## src/hw/fscr_pkg.sv

```systemverilog
// shared constants and types of the flash status and configuration bank
package fscr_pkg;

   // bit positions inside status byte 1
   localparam int BUSY_BIT      = 0;
   localparam int LATCH_BIT     = 1;
   localparam int PROT_LO_BIT   = 2;
   localparam int PROT_HI_BIT   = 6;
   localparam int LOCK_LO_BIT   = 7;
   // bit positions inside status byte 2
   localparam int LOCK_HI_BIT   = 0;
   localparam int QUAD_BIT      = 1;
   localparam int PPAUSE_BIT    = 2;
   localparam int OTP_LO_BIT    = 3;
   localparam int OTP_HI_BIT    = 5;
   localparam int INVERT_BIT    = 6;
   localparam int EPAUSE_BIT    = 7;
   // bit positions inside status byte 3
   localparam int DUMMY_BIT     = 0;
   localparam int STRENGTH_LO   = 5;
   localparam int STRENGTH_HI   = 6;

   // reset values of the non-volatile fields, then the two lock mode codes
   localparam logic [4:0] PROT_RESET     = 5'h00;
   localparam logic [1:0] LOCK_RESET     = 2'h0;
   localparam logic       INVERT_RESET   = 1'h0;
   localparam logic [2:0] OTP_RESET      = 3'h0;
   localparam logic       DUMMY_RESET    = 1'h0;
   localparam logic [1:0] STRENGTH_RESET = 2'h1;
   localparam logic [1:0] LOCK_DOWN      = 2'h2;
   localparam logic [1:0] LOCK_OPEN      = 2'h0;

   // dummy cycles of the two fast read modes, selected by the dummy bit of status byte 3
   localparam logic [3:0] DUMMY_DUAL_0 = 4'h4;
   localparam logic [3:0] DUMMY_DUAL_1 = 4'h8;
   localparam logic [3:0] DUMMY_QUAD_0 = 4'h6;
   localparam logic [3:0] DUMMY_QUAD_1 = 4'hA;

   // internal status write time in clock cycles
   localparam int SR_WRITE_CYCLES = 16;
   localparam int ADDR_W          = 22;

   typedef enum logic [3:0] {
      FSCR_ENABLE_WRITE,
      FSCR_DISABLE_WRITE,
      FSCR_STATUS_WRITE_1,
      FSCR_STATUS_WRITE_2,
      FSCR_STATUS_WRITE_3,
      FSCR_PAGE_WRITE,
      FSCR_SECTOR_WIPE,
      FSCR_BLOCK_WIPE,
      FSCR_CHIP_WIPE,
      FSCR_SUSPEND,
      FSCR_RESUME,
      FSCR_SOFT_RESET
   } fscr_cmd_t;

   typedef enum logic [1:0] {
      FSCR_OP_PROGRAM,
      FSCR_OP_SECTOR,
      FSCR_OP_BLOCK,
      FSCR_OP_CHIP
   } fscr_op_t;

   typedef struct packed {
      logic              valid;
      fscr_cmd_t         code;
      logic [ADDR_W-1:0] addr;
      logic [7:0]        data;
   } fscr_req_t;

   typedef struct packed {
      logic              start;
      fscr_op_t          kind;
      logic [ADDR_W-1:0] addr;
   } fscr_array_t;

   typedef struct packed {
      logic [7:0] sr3;
      logic [7:0] sr2;
      logic [7:0] sr1;
   } fscr_status_t;

endpackage : fscr_pkg

```

## src/hw/fscr_bank.sv

```systemverilog
// flash status and configuration register bank
`timescale 1ns/1ps
`default_nettype none
module fscr_bank
   import fscr_pkg::*;
#(
   parameter int WRITE_CYCLES = SR_WRITE_CYCLES
) (
   input  wire logic         clk,
   input  wire logic         arst_n,
   input  wire logic         power_cycle,
   input  wire fscr_req_t    req,
   input  wire logic         array_done,
   output fscr_status_t      status,
   output logic              cmd_accept,
   output logic              cmd_reject,
   output fscr_array_t       array_cmd,
   output logic              array_hold,
   output logic [3:0]        dummy_dual,
   output logic [3:0]        dummy_quad,
   output logic [1:0]        strength,
   output logic              quad_on,
   output logic [2:0]        otp_locked
);

   generate
      if (WRITE_CYCLES < 1 || WRITE_CYCLES > 65535) begin : g_bad_cycles
         $error("fscr_bank: WRITE_CYCLES out of range");
      end
   endgenerate

   typedef enum logic [1:0] {
      FSCR_IDLE,
      FSCR_SR_WRITE,
      FSCR_ARRAY_RUN,
      FSCR_PAUSED
   } fscr_phase_t;

   ////////////////////////////////////////////////////////////////////////////
   // state
   fscr_phase_t  phase_reg,    phase_next;
   logic [4:0]   prot_reg,     prot_next;
   logic [1:0]   lock_reg,     lock_next;
   logic         invert_reg,   invert_next;
   logic [2:0]   otp_reg,      otp_next;
   logic         dummy_reg,    dummy_next;
   logic [1:0]   drive_reg,    drive_next;
   logic         latch_reg,    latch_next;
   logic         epause_reg,   epause_next;
   logic         ppause_reg,   ppause_next;
   logic [7:0]   pend_reg,     pend_next;
   logic [1:0]   sel_reg,      sel_next;
   logic [15:0]  timer_reg,    timer_next;
   fscr_op_t     op_reg,       op_next;
   logic         accept_reg,   accept_next;
   logic         reject_reg,   reject_next;
   fscr_array_t  array_reg,    array_next;

   logic         busy;
   logic         in_prot;
   logic         chip_ok;
   logic         ok;

   fscr_guard #(
      .AW     (ADDR_W)
   ) u_guard (
      .prot   (prot_reg),
      .invert (invert_reg),
      .addr   (req.addr),
      .hit    (in_prot)
   );

   // a paused operation is not busy; the host may read while it waits
   assign busy    = (phase_reg == FSCR_SR_WRITE) || (phase_reg == FSCR_ARRAY_RUN);
   assign chip_ok = ((prot_reg[2:0] == 3'h0) && !invert_reg)
                 || ((prot_reg[2:0] == 3'h7) && invert_reg);

   ////////////////////////////////////////////////////////////////////////////
   // next state
   always_comb begin
      phase_next  = phase_reg;
      prot_next   = prot_reg;
      lock_next   = lock_reg;
      invert_next = invert_reg;
      otp_next    = otp_reg;
      dummy_next  = dummy_reg;
      drive_next  = drive_reg;
      latch_next  = latch_reg;
      epause_next = epause_reg;
      ppause_next = ppause_reg;
      pend_next   = pend_reg;
      sel_next    = sel_reg;
      timer_next  = timer_reg;
      op_next     = op_reg;
      accept_next = 1'b0;
      reject_next = 1'b0;
      array_next  = array_reg;
      array_next.start = 1'b0;
      ok          = 1'b0;

      if (power_cycle) begin
         // power loss abandons any internal operation; non-volatile bits stay, but lock mode 10 returns to 00
         phase_next  = FSCR_IDLE;
         latch_next  = 1'b0;
         epause_next = 1'b0;
         ppause_next = 1'b0;
         if (lock_reg == LOCK_DOWN) begin
            lock_next = LOCK_OPEN;
         end
      end else begin
         case (phase_reg)
            FSCR_SR_WRITE: begin
               timer_next = timer_reg - 16'h0001;
               if (timer_reg == 16'h0001) begin
                  // only writable fields are touched; read-only bits keep state
                  case (sel_reg)
                     2'h0: begin
                        prot_next    = pend_reg[PROT_HI_BIT:PROT_LO_BIT];
                        lock_next[0] = pend_reg[LOCK_LO_BIT];
                     end
                     2'h1: begin
                        lock_next[1] = pend_reg[LOCK_HI_BIT];
                        otp_next     = otp_reg | pend_reg[OTP_HI_BIT:OTP_LO_BIT];
                        invert_next  = pend_reg[INVERT_BIT];
                     end
                     default: begin
                        dummy_next = pend_reg[DUMMY_BIT];
                        drive_next = pend_reg[STRENGTH_HI:STRENGTH_LO];
                     end
                  endcase
                  latch_next = 1'b0;
                  phase_next = FSCR_IDLE;
               end
            end
            FSCR_ARRAY_RUN: begin
               if (array_done) begin
                  latch_next = 1'b0;
                  phase_next = FSCR_IDLE;
               end
            end
            FSCR_IDLE, FSCR_PAUSED: begin
            end
            default: begin
               phase_next = FSCR_IDLE;
            end
         endcase

         if (req.valid) begin
            case (req.code)
               FSCR_ENABLE_WRITE: begin
                  ok = !busy;
                  if (ok) begin
                     latch_next = 1'b1;
                  end
               end
               FSCR_DISABLE_WRITE: begin
                  ok = !busy;
                  if (ok) begin
                     latch_next = 1'b0;
                  end
               end
               FSCR_STATUS_WRITE_1, FSCR_STATUS_WRITE_2, FSCR_STATUS_WRITE_3: begin
                  // lock mode 10 and 11 both refuse; only the power cycle differs
                  ok = (phase_reg == FSCR_IDLE) && latch_reg && !lock_reg[1];
                  if (ok) begin
                     pend_next  = req.data;
                     sel_next   = (req.code == FSCR_STATUS_WRITE_1) ? 2'h0 :
                                  (req.code == FSCR_STATUS_WRITE_2) ? 2'h1 : 2'h2;
                     timer_next = 16'(WRITE_CYCLES);
                     phase_next = FSCR_SR_WRITE;
                  end
               end
               FSCR_PAGE_WRITE, FSCR_SECTOR_WIPE, FSCR_BLOCK_WIPE, FSCR_CHIP_WIPE: begin
                  ok = (phase_reg == FSCR_IDLE) && latch_reg
                    && ((req.code == FSCR_CHIP_WIPE) ? chip_ok : !in_prot);
                  if (ok) begin
                     op_next = (req.code == FSCR_PAGE_WRITE)  ? FSCR_OP_PROGRAM :
                               (req.code == FSCR_SECTOR_WIPE) ? FSCR_OP_SECTOR  :
                               (req.code == FSCR_BLOCK_WIPE)  ? FSCR_OP_BLOCK   :
                                                                FSCR_OP_CHIP;
                     array_next.start = 1'b1;
                     array_next.kind  = op_next;
                     array_next.addr  = req.addr;
                     phase_next       = FSCR_ARRAY_RUN;
                  end
               end
               FSCR_SUSPEND: begin
                  ok = (phase_reg == FSCR_ARRAY_RUN) && !array_done;
                  if (ok) begin
                     phase_next = FSCR_PAUSED;
                     if (op_reg == FSCR_OP_PROGRAM) begin
                        ppause_next = 1'b1;
                     end else begin
                        epause_next = 1'b1;
                     end
                  end
               end
               FSCR_RESUME: begin
                  ok = (phase_reg == FSCR_PAUSED);
                  if (ok) begin
                     epause_next = 1'b0;
                     ppause_next = 1'b0;
                     phase_next  = FSCR_ARRAY_RUN;
                  end
               end
               FSCR_SOFT_RESET: begin
                  // a pending status write still completes
                  ok          = 1'b1;
                  latch_next  = 1'b0;
                  epause_next = 1'b0;
                  ppause_next = 1'b0;
                  if (phase_reg == FSCR_PAUSED) begin
                     phase_next = FSCR_IDLE;
                  end
               end
               default: begin
                  ok = 1'b0;
               end
            endcase
            accept_next = ok;
            reject_next = !ok;
         end
      end
   end

   ////////////////////////////////////////////////////////////////////////////
   // registers
   always_ff @(posedge clk or negedge arst_n) begin
      if (!arst_n) begin
         phase_reg  <= FSCR_IDLE;
         prot_reg   <= PROT_RESET;
         lock_reg   <= LOCK_RESET;
         invert_reg <= INVERT_RESET;
         otp_reg    <= OTP_RESET;
         dummy_reg  <= DUMMY_RESET;
         drive_reg  <= STRENGTH_RESET;
         latch_reg  <= 1'b0;
         epause_reg <= 1'b0;
         ppause_reg <= 1'b0;
         pend_reg   <= 8'h00;
         sel_reg    <= 2'h0;
         timer_reg  <= 16'h0000;
         op_reg     <= FSCR_OP_PROGRAM;
         accept_reg <= 1'b0;
         reject_reg <= 1'b0;
         array_reg  <= '0;
      end else begin
         phase_reg  <= phase_next;
         prot_reg   <= prot_next;
         lock_reg   <= lock_next;
         invert_reg <= invert_next;
         otp_reg    <= otp_next;
         dummy_reg  <= dummy_next;
         drive_reg  <= drive_next;
         latch_reg  <= latch_next;
         epause_reg <= epause_next;
         ppause_reg <= ppause_next;
         pend_reg   <= pend_next;
         sel_reg    <= sel_next;
         timer_reg  <= timer_next;
         op_reg     <= op_next;
         accept_reg <= accept_next;
         reject_reg <= reject_next;
         array_reg  <= array_next;
      end
   end

   ////////////////////////////////////////////////////////////////////////////
   // outputs; reserved bits read zero
   always_comb begin
      status = '0;
      status.sr1[BUSY_BIT]                = busy;
      status.sr1[LATCH_BIT]               = latch_reg;
      status.sr1[PROT_HI_BIT:PROT_LO_BIT] = prot_reg;
      status.sr1[LOCK_LO_BIT]             = lock_reg[0];
      status.sr2[LOCK_HI_BIT]             = lock_reg[1];
      status.sr2[QUAD_BIT]                = 1'b1;
      status.sr2[PPAUSE_BIT]              = ppause_reg;
      status.sr2[OTP_HI_BIT:OTP_LO_BIT]   = otp_reg;
      status.sr2[INVERT_BIT]              = invert_reg;
      status.sr2[EPAUSE_BIT]              = epause_reg;
      status.sr3[DUMMY_BIT]               = dummy_reg;
      status.sr3[STRENGTH_HI:STRENGTH_LO] = drive_reg;
   end

   assign cmd_accept = accept_reg;
   assign cmd_reject = reject_reg;
   assign array_cmd  = array_reg;
   assign array_hold = (phase_reg == FSCR_PAUSED);
   assign dummy_dual = dummy_reg ? DUMMY_DUAL_1 : DUMMY_DUAL_0;
   assign dummy_quad = dummy_reg ? DUMMY_QUAD_1 : DUMMY_QUAD_0;
   assign strength   = drive_reg;
   assign quad_on    = 1'b1;
   assign otp_locked = otp_reg;
endmodule : fscr_bank
`default_nettype wire

```

## src/hw/fscr_guard.sv

```systemverilog
// protected-region decode from protect range and invert bits
`timescale 1ns/1ps
`default_nettype none
module fscr_guard
   import fscr_pkg::*;
#(
   parameter int AW = ADDR_W
) (
   input  wire logic [4:0]    prot,
   input  wire logic          invert,
   input  wire logic [AW-1:0] addr,
   output logic               hit
);
   localparam logic [AW-1:0] ADDR_TOP = {AW{1'b1}};

   logic [4:0]    k;
   logic [AW-1:0] upper;
   logic [AW-1:0] limit;
   logic          base;

   generate
      if (AW < 16) begin : g_bad_width
         $error("fscr_guard: address width too small");
      end
   endgenerate

   always_comb begin
      // region of 2**k bytes at the top (range_3 = 0) or bottom of the array
      if (prot[4]) begin
         k = prot[2] ? 5'd15 : 5'(5'd11 + {3'h0, prot[1:0]});
      end else begin
         k = 5'(5'd15 + {2'h0, prot[2:0]});
      end
      upper = addr >> k;
      limit = ADDR_TOP >> k;
      if (prot[2:0] == 3'h0) begin
         base = 1'b0;
      end else if (prot[2:0] == 3'h7) begin
         base = 1'b1;
      end else if (!prot[3]) begin
         base = (upper == limit);
      end else begin
         base = (upper == '0);
      end
      hit = base ^ invert;
   end
endmodule : fscr_guard
`default_nettype wire

```

## config.mk

```make
export PLATFORM = sky130hd
export DESIGN_NAME = fscr_bank
export DESIGN_NICKNAME = d
export VERILOG_FILES = /design/src/hw/fscr_pkg.sv /design/src/hw/fscr_bank.sv /design/src/hw/fscr_guard.sv
export SDC_FILE = /design/constraint.sdc
export NUM_CORES = 1
export LEC_CHECK = 0
export BUFFER_PORTS_ARGS = -buffer_cell sky130_fd_sc_hd__buf_2
export CAP_MARGIN = 20
export CORE_UTILIZATION = 40
export DETAILED_ROUTE_END_ITERATION = 12
export GPL_TIMING_DRIVEN = 0
export PLACE_DENSITY = 0.75
export SLEW_MARGIN = 0
export SYNTH_ARGS = -nofsm -noshare
export SYNTH_HDL_FRONTEND = slang
export SYNTH_SLANG_ARGS = --single-unit
```

## constraint.sdc

```tcl
create_clock -name clk -period 4.04 [get_ports clk]
set_input_delay 0.404 -clock clk [delete_from_list [all_inputs] [get_ports clk]]
set_output_delay 0.404 -clock clk [all_outputs]
set_load 0.02 [all_outputs]
```

Word level (Yosys, flattened, before mapping)
Cells that the tools add are included.
{"block": "classes", "mux": 64, "shifts": 2, "addsub": 3, "bitwise": 4, "eq_ne": 24, "reduce_logical": 39}
{"operator": "2-to-1 mux 25 bit", "count": 4}
{"operator": "2-to-1 mux 16 bit", "count": 4}
{"operator": "2-to-1 mux 2 bit", "count": 17}
{"operator": "2-to-1 mux 1 bit", "count": 28}
{"operator": "AND reduction 4 bit", "count": 7}
{"operator": "equality test 22 bit", "count": 1}
{"operator": "zero test 22 bit", "count": 1}
{"operator": ">> shifter 22 x 5 -> 22 bit", "count": 1}
{"operator": ">> shifter 22 x 5 -> 22 bit (first input constant)", "count": 1}
{"operator": "equality test 16 x 1 -> 1 bit (second input constant)", "count": 1}
{"operator": "equality test 4 x 3 -> 1 bit (second input constant)", "count": 4}
{"operator": "equality test 4 bit (second input constant)", "count": 4}
{"operator": "subtractor 16 x 1 -> 16 bit (second input constant)", "count": 1}
{"operator": "inequality test 3 bit (second input constant)", "count": 4}
{"operator": "2-to-1 mux 5 bit", "count": 2}
{"operator": "one-hot mux 2 bit (5 select lines)", "count": 1}
{"operator": "AND reduction 5 bit", "count": 2}
{"operator": "nonzero test 2 bit", "count": 5}
{"operator": "one-hot mux 1 bit (3 select lines)", "count": 3}
{"operator": "equality test 4 x 2 -> 1 bit (second input constant)", "count": 2}
{"operator": "2-to-1 mux 4 bit", "count": 2}
{"operator": "equality test 2 bit (second input constant)", "count": 3}
{"operator": "logical AND 1 bit", "count": 6}
{"operator": "zero test 1 bit", "count": 6}
{"operator": "20 further kinds", "count": 26}
{"block": "totals", "input_bits": 39, "ff_bits": 72, "out_inout_bits": 66, "elab_cells": 155}

Depth between registers and ports, before layout
{"block": "depth", "depth_word": 18, "mapped_depth": 20, "ltp_nobuf": 14}

By module
A second synthesis with hierarchy kept.
{"block": "unflattened", "cells_unflattened": 604, "hier_area_um2": 5486.5}
{"module": "fscr_bank", "cells_each": 320, "seq_area_each_um2": 1778.0, "n_inst": 1, "area_per_inst_um2": 3622.2}
{"module": "fscr_guard", "cells_each": 284, "seq_area_each_um2": 0.0, "n_inst": 1, "area_per_inst_um2": 1864.3}

Least setup slack after synthesis
OpenSTA, ideal clock, no wires.
{"block": "synth_timing", "path_type": "register to register", "from": "register prot_reg[0]", "to": "register array_reg (netlist bit array_cmd[10])", "t_arrival_ns": 4.127, "slack_ns": -0.212, "n_path_buf": 5, "required_time_ns": 3.915, "synth_period_minus_slack_ns": 4.252, "path_stages_with_launch": 20, "setup_ns": 0.125, "path_cell_list": "dfrtp_1 > buf_6 > buf_6 > inv_2 > ha_1 > ha_1 > mux2i_2 > buf_4 > nor2_1 > a32oi_1 > nand2_1 > o41ai_1 > nand4_1 > a2111o_1 > a21oi_1 > o21bai_2 > nand4bb_1 > buf_6 > buf_6 > mux2_4"}
{"block": "synth_between", "elab_chain_len": 13, "word_cells_on_any_way": 21, "cone_classes": "add/sub (2); eq/ne (2); shift (2); mux (6); bitwise (1); reduce/logical (8)"}
{"element": "from (decl)", "line_no": "fscr_bank.sv:42", "text": "logic [4:0] prot_reg, prot_next;"}
{"element": "from (signal assigned)", "line_no": "fscr_bank.sv:249", "text": "prot_reg <= prot_next;"}
{"element": "adder 4 x 2 -> 5 bit", "line_no": "fscr_guard.sv:30", "text": "k = prot[2] ? 5'd15 : 5'(5'd11 + {3'h0, prot[1:0]});"}
{"element": "2-to-1 mux 5 bit", "line_no": "fscr_guard.sv:30"}
{"element": "2-to-1 mux 5 bit", "line_no": "fscr_guard.sv:29", "text": "if (prot[4]) begin"}
{"element": ">> shifter 22 x 5 -> 22 bit (on tied branches)", "line_no": "fscr_guard.sv:34, fscr_guard.sv:35"}
{"element": "equality test 22 bit / zero test 22 bit (equally long branches)", "line_no": "fscr_guard.sv:41, fscr_guard.sv:43"}
{"element": "2-to-1 mux 1 bit", "line_no": "fscr_guard.sv:40", "text": "end else if (!prot[3]) begin"}
{"element": "2-to-1 mux 1 bit", "line_no": "fscr_guard.sv:38", "text": "end else if (prot[2:0] == 3'h7) begin"}
{"element": "2-to-1 mux 1 bit", "line_no": "fscr_guard.sv:36", "text": "if (prot[2:0] == 3'h0) begin"}
{"element": "bitwise XOR 1 bit", "line_no": "fscr_guard.sv:45", "text": "hit = base ^ invert;"}
{"element": "zero test 1 bit", "line_no": "fscr_bank.sv:175", "text": "&& ((req.code == FSCR_CHIP_WIPE) ? chip_ok : !in_prot);"}
{"element": "2-to-1 mux 1 bit *", "line_no": "fscr_bank.sv:175"}
{"element": "logical AND 1 bit *", "line_no": "fscr_bank.sv:175"}
{"element": "AND reduction 4 bit (no line) *"}
{"element": "to (signal assigned)", "line_no": "fscr_bank.sv:264", "text": "array_reg <= array_next;"}
{"element": "to (decl)", "line_no": "fscr_bank.sv:57", "text": "fscr_array_t array_reg, array_next;"}
Every way passes the cells marked *; elsewhere a longest branch is shown, timed or not.
A chain may end at the register's enable or synchronous reset.

Final worst setup path
{"block": "layout_timing", "from": "register prot_reg[0]", "to": "register array_reg (netlist bit array_cmd[11])"}
Same word-level chain as after synthesis.

==> impl_metrics.json <==
{
  "antennaDiodeCount": 0,
  "overflow": 0,
  "reg2reg_depth": 18,
  "crit_fanout": 10,
  "p_leak_nw": 3.42,
  "grt_pass1_wl_um": 29300,
  "synthesis.area_mm2": 0.00556,
  "dp.cells": 881,
  "postRouteAntennaNets": 0,
  "cp-endpoint": "array_cmd[11]",
  "hp-class": "input pin to asynchronous set/reset pin",
  "rsz0062_at_grt": "yes",
  "setup_viol": 15,
  "grt_pass1_vias": 5480,
  "cts_num_sinks": 71,
  "fin_crit_ps": 4060,
  "die-width_um": 120,
  "yosysTopAreaCell": "dfrtp_1",
  "worst-r2r-setup-slack_ps": -20,
  "vias_per_cell": 6.11,
  "synthCells": 606,
  "wl_um": 18700,
  "max-slew-margin-rel_pct": 30.8,
  "synth-async-reset-ratio_pct": 100,
  "synth_area_leaders": "dfrtp_1 32%, mux2_2 5.9%, mux2_4 4.9%",
  "p_switching_mw": 0.489,
  "netlist.area_leader.share_pct": 31.5,
  "ys_seq_elements": 71,
  "dr.pass1.iters": 9,
  "clockBufferDepth": 2,
  "hold_viol": 0,
  "num_vias": 5663,
  "clk_latency_ps": 340,
  "place_congestion": 0.994,
  "synth_area_per_cell_um2": 9.17,
  "n_fill_cell": 1198,
  "synthFlopType": "dfrtp_1",
  "yosys_warnings": 0,
  "area_delta_synth_final_pct": 29.4,
  "dp_hpwl_um": 13300,
  "num_io_pins": 105,
  "nets": 795,
  "netSwitchingFraction_pct": 26.3,
  "tritoncts": "yes",
  "final_util_pct": 53.7,
  "cts_buffers": 9,
  "die-area_mm2": 0.0144,
  "pre_cts_ws_ps": -796,
  "finalSetupTns_ps": -83.9,
  "htreeDepth": 3,
  "grt_max_degree": 72,
  "grt_antenna_before_repair": 0,
  "synth_edf_count": 0,
  "status": "finished, violations left",
  "required_ps": 4260,
  "final_cells": 927,
  "layout-drive-gt1-share_pct": 38.3,
  "wl_per_cell_um": 20.2,
  "ctsRootBufferMaster": "clkbuf_16",
  "final_max_slew_viol_count": 0,
  "p_clk_share_pct": 46.4,
  "worstSetupStartpoint": "prot_reg[0]",
  "reg2reg_to": "array_cmd[11]",
  "p_comb_share_pct": 12.7,
  "drc": 0,
  "seq_area_frac_synth_pct": 32.0,
  "maxCapViolCount": 0,
  "ir_drop_mv": 0.233,
  "worst_ep_arrival_time_ps": 4280,
  "worst_slack_ps": -15.2,
  "r2r-start": "prot_reg[0]",
  "violations": "negative setup slack",
  "p_per_area_mw_per_mm2": 259,
  "ctsHoldBuffers": 0,
  "yosysUniqueCellTypes": 77,
  "power.internal_mw": 1.37,
  "die_h_um": 120,
  "port_buffers": 90,
  "initial_core_util_pct": 41.5,
  "core_mm2": 0.0134,
  "track_usage_pct": 26.2,
  "drt_iter0_markers": 623,
  "largest_reg_flops": 25,
  "power_frac_seq_pct": 40.8,
  "clock.fmax_mhz": 247,
  "path_clk_slew_ps": 50,
  "cp-end-kind": "flip-flop",
  "fin_skew_ps": 7.17,
  "rows": 42,
  "worst_pin_slew_ps": 1030,
  "crit_type": "flip-flop to flip-flop",
  "start_kind": "flip-flop",
  "period_share_pct": 100
}
==> cell families after synthesis <==
logic type	share of synthesized area (%)
xor gates and xnor gates	1.73
adders and majority gates	2.25
other	0.135
and+or+nand+nor	16.4
DFF	32.0
muxes	14.6
AOI/OAI and AO/OA	24.2
buffers and inverters	8.60
==> synthesized netlist by cell type, types with 4 or more instances <==
library cell / n
nand2b_1: 7
a211oi_1: 13
o22ai_1: 6
mux2_4: 18
o32ai_2: 4
a22oi_1: 5
o21ai_0: 37
a21oi_1: 35
nor2_1: 47
dfrtp_1: 70
mux2_2: 29
nand3b_1: 5
or2_2: 4
nand3_1: 13
clkbuf_1: 8
nor4_1: 9
nand2_1: 40
mux2i_1: 18
nor3_1: 26
o31ai_1: 4
a21o_1: 7
o32ai_1: 6
xor2_1: 5
inv_1: 18
o211ai_1: 4
nand4_1: 7
and2_1: 4
buf_4: 30
buf_6: 8
a32oi_1: 5
a2111oi_0: 4
ha_1: 10
buf_2: 10
nor2b_1: 7
or3_1: 6
xnor2_1: 6
==> layout make-up <==
class,instances,area (um2),area share (%)
buffer,56,467,6.49
tap,176,220,3.06
timing repair buffer,123,704,9.80
clock buffer,10,229,3.18
inverter,19,91.3,1.27
sequential,71,1780,24.8
multi-input combinational,466,3600,50.1
clock inverter,6,92.6,1.29
==> worst min path at each step <==
stage / cells after the start / slack [ps] / to
global route: 1 / 280 / array_cmd[19]
finish: 1 / 180 / array_cmd[19]
floorplan: 0 / 110 / array_cmd[0]
detailed placement: 1 / 470 / otp_locked[0]
global placement: 2 / 470 / prot_reg[0]
CTS: 1 / 230 / array_cmd[24]
==> repair_timing <==
| item | 4_1_cts | 5_1_grt |
|---|---|---|
| gates cloned | 0 | 0 |
| resized for setup | 55 | 22 |
| setup endpoints to repair | 29 | 28 |
| setup buffers | 19 | 14 |
| pin swaps | 20 | 6 |
==> critical path: stages (launching register included) <==
cell	delay [ps]
dfrtp_2	390
buf_12	120
clkinv_8	50
ha_4	170
ha_4	270
mux2i_4	290
buf_6	190
a21oi_1	60
a221oi_1	360
a211oi_1	110
nor4_1	280
nand4_1	150
a2111o_1	430
o2111a_1	180
o21bai_2	130
nand4bb_1	130
buf_6	150
buf_12	150
mux2_4	300
==> metal layers <==
layer | track usage (%) | up-vias | wire length (um)
met5 | 0 | - | 0
met4 | 12.0 | 0 | 791
met3 | 6.51 | 74 | 1740
met2 | 41.4 | 373 | 8530
met1 | 33.6 | 2691 | 7680
li1 | - | 2525 | -
==> per-stage QoR <==
step	area [um2]	hold WS [ps]	power [mW]
6_report	7190	185	1.86
2_1_floorplan	5620	108	0.901
5_1_grt	7190	276	1.93
3_3_place_gp	6290	465	0.985
4_1_cts	7000	228	1.87
3_5_place_dp	6290	470	0.988
==> placed cells by master, fill, tap and decap left out, types with 7 or more instances in the layout <==
| cell type | netlist | routed |
|---|---|---|
| a21oi_1 | 35 | 34 |
| a21o_1 | 7 | 7 |
| mux2_2 | 29 | 27 |
| mux2_4 | 18 | 20 |
| ha_1 | 10 | 7 |
| clkbuf_16 | 0 | 9 |
| nand4_1 | 7 | 7 |
| nand2_1 | 40 | 39 |
| a211oi_1 | 13 | 10 |
| buf_6 | 8 | 8 |
| clkbuf_1 | 8 | 8 |
| nor4_1 | 9 | 8 |
| buf_2 | 10 | 93 |
| mux2i_1 | 18 | 17 |
| conb_1 | 2 | 11 |
| nor2_1 | 47 | 46 |
| nor3_1 | 26 | 21 |
| o32ai_2 | 4 | 7 |
| buf_4 | 30 | 63 |
| nand3_1 | 13 | 13 |
| dfrtp_1 | 70 | 68 |
| o21ai_0 | 37 | 36 |
| inv_1 | 18 | 16 |
==> power groups by stage <==
stage,combinational (mW),clock [mW],sequential (mW)
floorplan,0.134,0,0.767
global placement,0.215,0,0.771
detailed placement,0.217,0,0.771
CTS,0.228,0.880,0.759
global route,0.257,0.910,0.763
finish,0.237,0.864,0.760
(Power assumes the default switching activity.)
